`src/design/timer_pkg.sv`:
```
/*
  shared constants and carrier types for the dual timer/counter block.
  assumes a single 50 MHz clock and an ahb-lite master with word access.
*/
package timer_pkg;

  // system clock and the timer-mode count rate
  localparam int unsigned CLK_PERIOD_NS = 20;
  localparam int unsigned TICK_CYCLES = 2;

  // register indices; byte address is four times the index
  localparam logic [7:0] IDX_CTRL_FLAGS = 8'h88;
  localparam logic [7:0] IDX_MODE_SELECT = 8'h89;
  localparam logic [7:0] IDX_T0_LOW = 8'h8a;
  localparam logic [7:0] IDX_T1_LOW = 8'h8b;
  localparam logic [7:0] IDX_T0_HIGH = 8'h8c;
  localparam logic [7:0] IDX_T1_HIGH = 8'h8d;

  // values after reset
  localparam logic [7:0] RST_BYTE = 8'h00;
  localparam logic RST_PIN_LEVEL = 1'h1;

  // timer mode field encodings
  localparam logic [1:0] MODE_PRESCALE = 2'h0;
  localparam logic [1:0] MODE_16BIT = 2'h1;
  localparam logic [1:0] MODE_RELOAD = 2'h2;
  localparam logic [1:0] MODE_SPLIT = 2'h3;
  localparam logic [4:0] PRESCALE_MAX = 5'h1f;

  // ahb-lite encodings
  localparam logic [1:0] HTRANS_NONSEQ = 2'h2;
  localparam logic HRESP_OKAY = 1'h0;

  typedef struct packed {
    logic timer1_overflow_flag;
    logic timer1_run;
    logic timer0_overflow_flag;
    logic timer0_run;
    logic ext_irq1_edge_flag;
    logic ext_irq1_trigger_select;
    logic ext_irq0_edge_flag;
    logic ext_irq0_trigger_select;
  } ctrl_flags_t;

  typedef struct packed {
    logic gating;
    logic count_select;
    logic [1:0] mode_field;
  } timer_sel_t;

  typedef struct packed {
    timer_sel_t t1;
    timer_sel_t t0;
  } mode_select_t;

  // interrupt flags out to the core, and the vector acknowledges back
  typedef struct packed {
    logic timer1;
    logic timer0;
    logic ext1;
    logic ext0;
  } irq_flags_t;

  typedef struct packed {
    logic [7:0] lo;
    logic [7:0] hi;
    logic ovf;
  } step_t;

endpackage

```
`src/design/pin_sync.sv`:
```
/*
  two-flop synchroniser with falling-edge detect for one external pin.
  assumes the pin is asynchronous to hclk and idles high.
*/
`timescale 1ns/100ps
module pin_sync
#(
  parameter logic RESET_LEVEL = 1'h1
)
(
  input wire logic hclk,      // system clock
  input wire logic hresetn,   // async reset, active low
  input wire logic pin_async, // raw pin
  output logic pin_level,     // synchronised level
  output logic pin_fall       // one-cycle pulse on a high-to-low change
);

  logic meta_reg;
  logic sync_reg;
  logic last_reg;

  //////////////////////////////////////////////////////////////////////////
  // first stage is read only by the second one
  always_ff @(posedge hclk or negedge hresetn)
  begin
    if (!hresetn)
    begin
      meta_reg <= RESET_LEVEL;
      sync_reg <= RESET_LEVEL;
      last_reg <= RESET_LEVEL;
    end
    else
    begin
      meta_reg <= pin_async;
      sync_reg <= meta_reg;
      last_reg <= sync_reg;
    end
  end

  assign pin_level = sync_reg;
  assign pin_fall = last_reg & ~sync_reg;

endmodule // pin_sync

```
`src/design/dual_timer.sv`:
```
/*
  two timer/counters with run, gating, count-select and four modes, plus
  the two external interrupt inputs that gate them, on an ahb-lite slave.
  assumes the core pulses a vector acknowledge on hclk when it enters the
  matching service routine; pins are asynchronous and idle high.
*/
// Our own choice: the AHB-Lite register port.
// Notes on behaviour
// - timer1 overflow sets flag, vector clears it
// - timer0 overflow sets flag, vector clears it
// - timer1 counts only while its run bit set
// - timer0 counts only while its run bit set
// - irq1 falling edge sets flag, vector clears
// - irq0 falling edge sets flag, vector clears
// - trigger select: 0 low level, 1 falling edge
// - timer1 gating also needs irq1 pin high
// - timer0 gating also needs irq0 pin high
// - timer1 ticks every two clocks or pin fall
// - timer0 ticks every two clocks or pin fall
// - timer1 mode 0: 5-bit prescaler, 8-bit high
// - timer1 mode 1 16-bit, mode 2 reload
// - timer1 mode 3 stops counting
// - timer0 modes 0, 1, 2 as timer1
// - timer0 mode 3 splits bytes, high uses timer1
// - count bytes read/write, reset to zero
`timescale 1ns/100ps
module dual_timer
#(
  parameter int unsigned ADDR_W = 12
)
(
  input wire logic hclk,                    // system clock, 50 MHz
  input wire logic hresetn,                 // async reset, active low
  input wire logic hsel,                    // slave select
  input wire logic [ADDR_W-1:0] haddr,      // byte address
  input wire logic [1:0] htrans,            // transfer type
  input wire logic hwrite,                  // write when high
  input wire logic [2:0] hsize,             // word only
  input wire logic [31:0] hwdata,           // write data
  input wire logic hready,                  // bus ready
  output logic hreadyout,                   // slave ready
  output logic hresp,                       // always okay
  output logic [31:0] hrdata,               // read data
  input wire logic ext_irq0_pin,            // int 0 pin
  input wire logic ext_irq1_pin,            // int 1 pin
  input wire logic timer0_count_pin,        // timer0 count pin
  input wire logic timer1_count_pin,        // timer1 count pin
  input wire timer_pkg::irq_flags_t vec_ack, // vector taken pulses
  output timer_pkg::irq_flags_t irq_flags   // flags to the core
);

  timer_pkg::ctrl_flags_t ctrl_reg, ctrl_next;
  timer_pkg::mode_select_t mode_reg;
  logic [7:0] t0_lo_reg, t0_hi_reg, t1_lo_reg, t1_hi_reg, idx_reg;
  logic [7:0] wbyte, rd_byte;
  logic [31:0] hrdata_reg;
  logic [3:0] pin_raw, pin_level, pin_fall;
  logic wr_en_reg, rd_wait_reg, tick_reg, accept, addr_ok;
  logic src0, src1, en0, en1, inc0, inc1, inc0_hi;
  logic ovf0, ovf1, ovf0_hi, flag1_set, ext0_set, ext1_set;
  timer_pkg::step_t step0, step1;

  //////////////////////////////////////////////////////////////////////////
  // pin synchronisers: irq0, irq1, count0, count1
  assign pin_raw = {timer1_count_pin, timer0_count_pin,
                    ext_irq1_pin, ext_irq0_pin};

  generate
    for (genvar i = 0; i < 4; i++)
    begin : g_pin
      pin_sync #(
        .RESET_LEVEL(timer_pkg::RST_PIN_LEVEL)
      ) u_sync (
        .hclk(hclk),
        .hresetn(hresetn),
        .pin_async(pin_raw[i]),
        .pin_level(pin_level[i]),
        .pin_fall(pin_fall[i])
      );
    end
  endgenerate

  //////////////////////////////////////////////////////////////////////////
  // ahb-lite slave; reads add one wait state so hrdata is registered
  assign accept = hsel & hready & (htrans == timer_pkg::HTRANS_NONSEQ);
  assign addr_ok = (haddr[1:0] == 2'h0) &&
                   (haddr[ADDR_W-1:10] == '0);
  assign wbyte = hwdata[7:0];
  assign hreadyout = ~rd_wait_reg;
  assign hresp = timer_pkg::HRESP_OKAY;
  assign hrdata = hrdata_reg;

  always_ff @(posedge hclk or negedge hresetn)
  begin
    if (!hresetn)
    begin
      idx_reg <= 8'h00;
      wr_en_reg <= 1'b0;
      rd_wait_reg <= 1'b0;
    end
    else
    begin
      if (accept)
        idx_reg <= addr_ok ? haddr[9:2] : 8'h00;
      wr_en_reg <= accept & hwrite;
      rd_wait_reg <= accept & ~hwrite;
    end
  end

  // unmapped indices read as zero
  always_comb
  begin
    case (idx_reg)
      timer_pkg::IDX_CTRL_FLAGS: rd_byte = ctrl_reg;
      timer_pkg::IDX_MODE_SELECT: rd_byte = mode_reg;
      timer_pkg::IDX_T0_LOW: rd_byte = t0_lo_reg;
      timer_pkg::IDX_T1_LOW: rd_byte = t1_lo_reg;
      timer_pkg::IDX_T0_HIGH: rd_byte = t0_hi_reg;
      timer_pkg::IDX_T1_HIGH: rd_byte = t1_hi_reg;
      default: rd_byte = 8'h00;
    endcase
  end

  always_ff @(posedge hclk or negedge hresetn)
  begin
    if (!hresetn)
      hrdata_reg <= 32'h0000_0000;
    else if (rd_wait_reg)
      hrdata_reg <= {24'h00_0000, rd_byte};
  end

  //////////////////////////////////////////////////////////////////////////
  // count sources and enables
  always_ff @(posedge hclk or negedge hresetn)
  begin
    if (!hresetn)
      tick_reg <= 1'b0;
    else
      tick_reg <= ~tick_reg;
  end

  assign src0 = mode_reg.t0.count_select ? pin_fall[2] : tick_reg;
  assign src1 = mode_reg.t1.count_select ? pin_fall[3] : tick_reg;
  assign en0 = ctrl_reg.timer0_run &
               (~mode_reg.t0.gating | pin_level[0]);
  assign en1 = ctrl_reg.timer1_run &
               (~mode_reg.t1.gating | pin_level[1]);
  assign inc0 = en0 & src0;
  assign inc1 = en1 & src1 &
                (mode_reg.t1.mode_field != timer_pkg::MODE_SPLIT);
  // split high byte runs on the machine rate under timer1's run bit
  assign inc0_hi = (mode_reg.t0.mode_field == timer_pkg::MODE_SPLIT) &
                   ctrl_reg.timer1_run & tick_reg;

  // one increment of a timer in the given mode
  function automatic timer_pkg::step_t count_step(
    input logic [1:0] mode,
    input logic [7:0] lo,
    input logic [7:0] hi
  );
    timer_pkg::step_t r;
    r.lo = lo;
    r.hi = hi;
    r.ovf = 1'b0;
    case (mode)
      timer_pkg::MODE_PRESCALE:
      begin
        r.lo = {lo[7:5], lo[4:0] + 5'h01};
        if (lo[4:0] == timer_pkg::PRESCALE_MAX)
        begin
          r.hi = hi + 8'h01;
          r.ovf = (hi == 8'hff);
        end
      end
      timer_pkg::MODE_16BIT:
      begin
        {r.hi, r.lo} = {hi, lo} + 16'h0001;
        r.ovf = ({hi, lo} == 16'hffff);
      end
      timer_pkg::MODE_RELOAD:
      begin
        r.ovf = (lo == 8'hff);
        r.lo = r.ovf ? hi : lo + 8'h01;
      end
      default:
      begin
        r.lo = lo + 8'h01;
        r.ovf = (lo == 8'hff);
      end
    endcase
    return r;
  endfunction

  assign step0 = count_step(mode_reg.t0.mode_field, t0_lo_reg, t0_hi_reg);
  assign step1 = count_step(mode_reg.t1.mode_field, t1_lo_reg, t1_hi_reg);
  assign ovf0 = inc0 & step0.ovf;
  assign ovf1 = inc1 & step1.ovf;
  assign ovf0_hi = inc0_hi & (t0_hi_reg == 8'hff);

  //////////////////////////////////////////////////////////////////////////
  // count bytes; a software write wins over a count in the same cycle
  always_ff @(posedge hclk or negedge hresetn)
  begin
    if (!hresetn)
    begin
      t0_lo_reg <= timer_pkg::RST_BYTE;
      t0_hi_reg <= timer_pkg::RST_BYTE;
    end
    else
    begin
      if (wr_en_reg && idx_reg == timer_pkg::IDX_T0_LOW)
        t0_lo_reg <= wbyte;
      else if (inc0)
        t0_lo_reg <= step0.lo;
      if (wr_en_reg && idx_reg == timer_pkg::IDX_T0_HIGH)
        t0_hi_reg <= wbyte;
      else if (inc0_hi)
        t0_hi_reg <= t0_hi_reg + 8'h01;
      else if (inc0 && mode_reg.t0.mode_field != timer_pkg::MODE_SPLIT)
        t0_hi_reg <= step0.hi;
    end
  end

  always_ff @(posedge hclk or negedge hresetn)
  begin
    if (!hresetn)
    begin
      t1_lo_reg <= timer_pkg::RST_BYTE;
      t1_hi_reg <= timer_pkg::RST_BYTE;
    end
    else
    begin
      if (wr_en_reg && idx_reg == timer_pkg::IDX_T1_LOW)
        t1_lo_reg <= wbyte;
      else if (inc1)
        t1_lo_reg <= step1.lo;
      if (wr_en_reg && idx_reg == timer_pkg::IDX_T1_HIGH)
        t1_hi_reg <= wbyte;
      else if (inc1)
        t1_hi_reg <= step1.hi;
    end
  end

  always_ff @(posedge hclk or negedge hresetn)
  begin
    if (!hresetn)
      mode_reg <= timer_pkg::RST_BYTE;
    else if (wr_en_reg && idx_reg == timer_pkg::IDX_MODE_SELECT)
      mode_reg <= wbyte;
  end

  //////////////////////////////////////////////////////////////////////////
  // control flags: hardware set beats both software write and vector clear
  // timer1 loses its flag to the split high byte while timer0 is split
  assign flag1_set = (mode_reg.t0.mode_field == timer_pkg::MODE_SPLIT) ?
                     ovf0_hi : ovf1;
  assign ext0_set = ctrl_reg.ext_irq0_trigger_select ?
                    pin_fall[0] : ~pin_level[0];
  assign ext1_set = ctrl_reg.ext_irq1_trigger_select ?
                    pin_fall[1] : ~pin_level[1];

  always_comb
  begin
    ctrl_next = ctrl_reg;
    if (wr_en_reg && idx_reg == timer_pkg::IDX_CTRL_FLAGS)
      ctrl_next = wbyte;
    if (vec_ack.timer1)
      ctrl_next.timer1_overflow_flag = 1'b0;
    if (vec_ack.timer0)
      ctrl_next.timer0_overflow_flag = 1'b0;
    if (vec_ack.ext1)
      ctrl_next.ext_irq1_edge_flag = 1'b0;
    if (vec_ack.ext0)
      ctrl_next.ext_irq0_edge_flag = 1'b0;
    if (flag1_set)
      ctrl_next.timer1_overflow_flag = 1'b1;
    if (ovf0)
      ctrl_next.timer0_overflow_flag = 1'b1;
    if (ext1_set)
      ctrl_next.ext_irq1_edge_flag = 1'b1;
    if (ext0_set)
      ctrl_next.ext_irq0_edge_flag = 1'b1;
  end

  always_ff @(posedge hclk or negedge hresetn)
  begin
    if (!hresetn)
      ctrl_reg <= timer_pkg::RST_BYTE;
    else
      ctrl_reg <= ctrl_next;
  end

  assign irq_flags = {ctrl_reg.timer1_overflow_flag,
                      ctrl_reg.timer0_overflow_flag,
                      ctrl_reg.ext_irq1_edge_flag,
                      ctrl_reg.ext_irq0_edge_flag};
endmodule // dual_timer

```
`config.mk`:
```
export PLATFORM = sky130hd
export DESIGN_NAME = dual_timer
export DESIGN_NICKNAME = d
export VERILOG_FILES = /design/src/design/timer_pkg.sv /design/src/design/pin_sync.sv /design/src/design/dual_timer.sv
export SDC_FILE = /design/constraint.sdc
export NUM_CORES = 1
export LEC_CHECK = 0
export BUFFER_PORTS_ARGS = -buffer_cell sky130_fd_sc_hd__buf_2
export CORE_AREA = 2 2 130 132
export CTS_BUF_LIST = sky130_fd_sc_hd__clkbuf_4
export DETAILED_ROUTE_END_ITERATION = 7
export DIE_AREA = 0 0 132 134
export GPL_TIMING_DRIVEN = 0
export HOLD_SLACK_MARGIN = 0.05
export SYNTH_ARGS = -nofsm -noshare
export SYNTH_HDL_FRONTEND = slang
export SYNTH_SLANG_ARGS = --single-unit
```
`constraint.sdc`:
```
create_clock -name hclk -period 2.8 [get_ports hclk]
set_input_delay 0.56 -clock hclk [delete_from_list [all_inputs] [get_ports hclk]]
set_output_delay 0.56 -clock hclk [all_outputs]
set_load 0.01 [all_outputs]
```
Word-level counts from Yosys, hierarchy flattened. Cells that the tools add are included.

Add/subtract/negate cells: 8. Equal/unequal tests: 26. Bitwise gates (word level): 29. Multiplexer cells: 35. Reduce and logical (&&, ||, !) cells: 26.

Operators with widths (count): $mux 8 (13); $eq 8x8->1 const B (10); $pmux 8 s3 (2); $pmux 8 s6 (1); $add 16x1->16 const B (2); $add 8x1->8 const B (4); $eq 16x16->1 const B (2); $pmux 8 s2 (2); $and 1x1->1 (18); $mux 9 (2); $reduce_bool 3->1 (6); $mux 1 (13); $add 5x1->5 const B (2); $eq 5x5->1 const B (2); $not 1->1 (9); $eq 2x2->1 const B (4); $logic_and 1x1->1 (8); $logic_not 2->1 (4); $ne 2x2->1 const B (4); $reduce_and 3->1 (2); $reduce_bool 2->1 (3); $eq 2x1->1 const B (2); $ne 4x4->1 const B (1); $pmux 1 s2 (2); 4 further kinds (6).

Output and inout port bits: 38. Input bits: 62. Logic and storage cells: 161. Register bits: 79.

Logic depth before layout (Yosys ltp).
Depth in word-level cells: 8. Mapped depth: 8. Mapped depth without buffers: 6.

Hierarchy. From an unflattened synthesis, not the netlist that was laid out.

Cell total of the unflattened synthesis: 489. Area total of the unflattened synthesis: 4677.0 sq um.

By module, submodules not included: dual_timer (seq. area each 1676.6 sq um, instances 1, cells each 473, area an instance 4306.6 sq um); pin_sync (seq. area each 78.8 sq um, instances 4, cells each 4, area an instance 92.6 sq um).

Least setup slack after synthesis. OpenSTA, ideal clock, no wires.

Path kind: reg2reg. Start point: reg t1_lo_reg[0]. End point: reg t1_lo_reg[3]. Arrival time: 2123 ps. Stages on the path, launching flop included: 8. Setup time: 125 ps. Setup slack: 552 ps. Data required time: 2675 ps. Clock period less this slack: 2248 ps. Path buffers: 1. Cell sequence: dfrtp_1 > ha_1 > and4_1 > and4_1 > clkbuf_1 > mux2_2 > mux2_2 > mux2_2.

Longest elaborated chain between the ends: 5. Elaborated cells on any way between the ends: 8. Those cells by class: 3 x add/sub; 1 x eq/ne; 4 x mux.

Ends and longest elaborated chain: start: declaration (line dual_timer.sv:54) `logic [7:0] t0_lo_reg, t0_hi_reg, t1_lo_reg, t1_hi_reg, idx_reg;`; start signal: assignment (line dual_timer.sv:228) `t1_lo_reg <= timer_pkg::RST_BYTE;`; start signal: assignment (line dual_timer.sv:234) `t1_lo_reg <= wbyte;`; start signal: assignment (line dual_timer.sv:236) `t1_lo_reg <= step1.lo;`; $add 8x1->8 / $eq 8x8->1 (equally long branches) (line dual_timer.sv:183, dual_timer.sv:187, dual_timer.sv:182); $mux 8 (line dual_timer.sv:183) `r.lo = r.ovf ? hi : lo + 8'h01;`; $pmux 8 s3 (*) (line dual_timer.sv:165) `case (mode)`; $mux 8 (*) (line dual_timer.sv:235) `else if (inc1)`; $mux 8 (*) (line dual_timer.sv:233) `if (wr_en_reg && idx_reg == timer_pkg::IDX_T1_LOW)`.

Mark *: on every way between the ends. The rest lies on a longest branch, timed or not. The select of a mux whose other input is x is not followed. A chain may end at the register's enable or synchronous reset.

Worst setup path after layout.
Start point: reg t1_lo_reg[1]. End point: reg t1_lo_reg[3].

Same word-level chain as after synthesis.

==> impl_results.md <==
* DIE HEIGHT at 134 µm
* Via-per-instance ratio at 5.22
* Post-synth cell types at 69
* Post-synth EDFFs at 0
* GP Congestion at between 0.9 and 1
* Max Slew Vio Count at 0
* Fin Setup TNS at 0 ns
* Async set-reset flop share out of synthesis at 100%
* Power density over the cells at 519 nW/µm²
* Gr usage total at 15.8%
* PortBufs at 47
* Routed wire length at between 10000 and 15000 µm
* Num CTS Buffers at 9
* Initial Util at between 20% and 30%
* Area delta synth->final at 15.9%
* CP endpoint kind: register
* CTS tree: yes
* CTS root buf: clkbuf_4
* CP required at 3.13 ns
* IO Pins at 100
* Vias in the first global route at 3963
* Clock sinks at 79
* Setup violators final at 0
* M1 GR Usage at 21.0%
* Via count at ~4.2k
* Max FO, Critical Path at 9
* RSZ-0062 raised after global routing: false
* Leak at 0.00236 µW
* Initial antenna violation count at 0
* Predominant post-synthesis flop cell: dfrtp_1
* Final min period at around 2.6 ns
* Final Hold Vio Count at 0
* Die ar. at 17700 µm²
* CTS Buffer Depth at 2
* Ant. Diodes at 0
* DRT antenna net count at 0
* Grt peak-use layer: met2
* Grt met3 use at 3.85%
* Status: finished clean
* Slew headroom at 45.9%
* Hold WC Path Type: input pin to register
* Critical path arrival at 2.91 ns
* First-pass GRT wire length at 21700 µm
* Syn. warnings at 0
* CORE AREA at 16300 µm²
* Peak VDD IR at between 0.2 and 0.25 mV
* F_max at 388 MHz
* Setup bufs post-CTS at 0
* Met2 Resource Use GR at 24.4%
* Top cell type by total area after synthesis: dfrtp_1
* Final Non-Filler Cells at roughly 800
* Clock Pin Slew Worst Setup and Hold Paths at 0.12 ns
* Clock Skew at roughly 0.019 ns
* Yosys top cell area share at 35.1%
* Netlist Area Pre-Place at 4780 µm²
* DRC errors left at 0
* First-iteration detailed-routing DRC count at 388
* Largest net degree at the start of global routing at 55
* Die W at 132 µm
* Startpoint Class: register
* Placed cells at approximately 790
* Final worst path period share at 92.0%
* Layout cell share with drive strength beyond 1 at 26.2%
* Cell count after synthesis at roughly 500
* Crit Path Class: register to register
* Clock Latency Late Sink at 0.45 ns
* Avg Inst Size Synth at roughly 9.6 µm²
* Dominant cells by area after synthesis: dfrtp_1, dfstp_2, mux2_2
* Nets at roughly 650
* Worst-Margin Slew at 0.805 ns
* DP Wirelength at 10300 µm
* Sequential fraction of the synthesis area at 41.7%
* Core Rows at 47
* Pre-antenna DRT Iters at 6
* Total gr overflow at 0
* Max Cap Violations at 0
* Routed wire per std cell at 17.1 µm
* H-tree Lvls at 3
* Number of synthesized register bits at about 80
## cell usage in the layout, fill, tap and decap left out, types with 13 or more instances in the layout
cell type   n
conb_1     25
o21ai_0    20
a21oi_1    26
a22o_1     13
buf_2      53
nand3_1    19
dfrtp_1    67
inv_1      14
nor2_1     41
o31ai_1    14
buf_4      31
mux2_2     23
nand2_1    39
## per-stage QoR
stage	worst slack, ns	area (µm²)	utilization [%]	total power [µW]	hold WS, ns
finish	0.225	5540	34.0	2880	0.189
global route	0.0970	5540	34.0	3050	0.148
CTS	0.276	5540	34.0	2900	0.143
detailed placement	0.306	5410	33.2	2230	0.347
global placement	0.339	5380	33.0	2200	0.346
floorplan	0.552	4870	-	1950	0.264
## critical path, cell delays in order (launching register included)
cell and delay [ns]:
dfrtp_1 0.47, ha_1 0.28, and4_1 0.30, and4_1 0.21
clkbuf_1 0.33, mux2_2 0.37, mux2_2 0.25, mux2_2 0.25
## what timing repair did
action / CTS / global route
gates resized for setup: 0 / 0
hold buffers: 1 / 0
hold endpoints to repair: 25 / 0
## where the power goes
group	switching, µW	internal [µW]	leakage [µW]	total [µW]
logic	386	316	0.00136	702
registers	236	1290	0.000930	1520
clock network	397	256	0.0000651	653
## final cells by class
type | instances | area [µm²]
Fill cell | 1712 | 10800
Buffer | 53 | 332
Sequential cell | 79 | 1990
Clock inverter | 5 | 51.3
Tap cell | 220 | 275
Clock buffer | 9 | 67.6
Multi-Input combinational cell | 375 | 2490
Inverter | 14 | 52.6
Timing Repair Buffer | 49 | 275
## synth_stat cells (6+ instances only)
| library cell | count |
|---|---|
| a211oi_1 | 6 |
| a21oi_1 | 26 |
| a22o_1 | 13 |
| a22oi_1 | 6 |
| a31oi_1 | 7 |
| buf_2 | 7 |
| buf_4 | 30 |
| clkbuf_1 | 12 |
| dfrtp_1 | 67 |
| dfstp_2 | 12 |
| inv_1 | 14 |
| mux2_2 | 23 |
| mux2i_1 | 9 |
| nand2_1 | 39 |
| nand3_1 | 19 |
| nand4_1 | 8 |
| nor2_1 | 41 |
| nor2b_1 | 6 |
| nor3_1 | 6 |
| o21ai_0 | 20 |
| o31ai_1 | 14 |
| or4_1 | 6 |
| xnor2_1 | 7 |
## cells by family after synthesis
kind of cell / count (synthesis) / share of synthesized area [%]
XOR/XNOR: 8 / 1.47
AO/OA/AOI/OAI: 139 / 21.6
multiplexers: 32 / 7.31
adder cells (fa/ha/maj): 4 / 1.05
AND/OR/NAND/NOR: 167 / 18.7
buffers and inverters: 67 / 8.04
flip-flops: 79 / 41.7
other: 1 / 0.0785
## path summary, 6_finish.rpt
kind                                                            end  slack (ns)  cells past startpoint                               start
worst max-delay path                       t1_lo_reg[3]$_DFFE_PN0P_        0.23                      7            t1_lo_reg[1]$_DFFE_PN0P_
worst min-delay path             g_pin[2].u_sync.meta_reg$_DFF_PN1_        0.19                      1                    timer0_count_pin
worst max register to register             t1_lo_reg[3]$_DFFE_PN0P_        0.23                      7            t1_lo_reg[1]$_DFFE_PN0P_
worst min register to register  g_pin[0].u_sync.pin_level$_DFF_PN1_        0.36                      0  g_pin[0].u_sync.meta_reg$_DFF_PN1_
max in group asynchronous        g_pin[3].u_sync.meta_reg$_DFF_PN1_        1.60                      3                             hresetn
min in group asynchronous                  t1_lo_reg[5]$_DFFE_PN0P_        0.56                      2                             hresetn
## per-layer routing
layer,share of wire [%],up-vias
met1,44,1989
li1,-,1983
met3,7.7,34
met5,0,-
met2,45,188
met4,3.1,0
(Power assumes the default switching activity.)
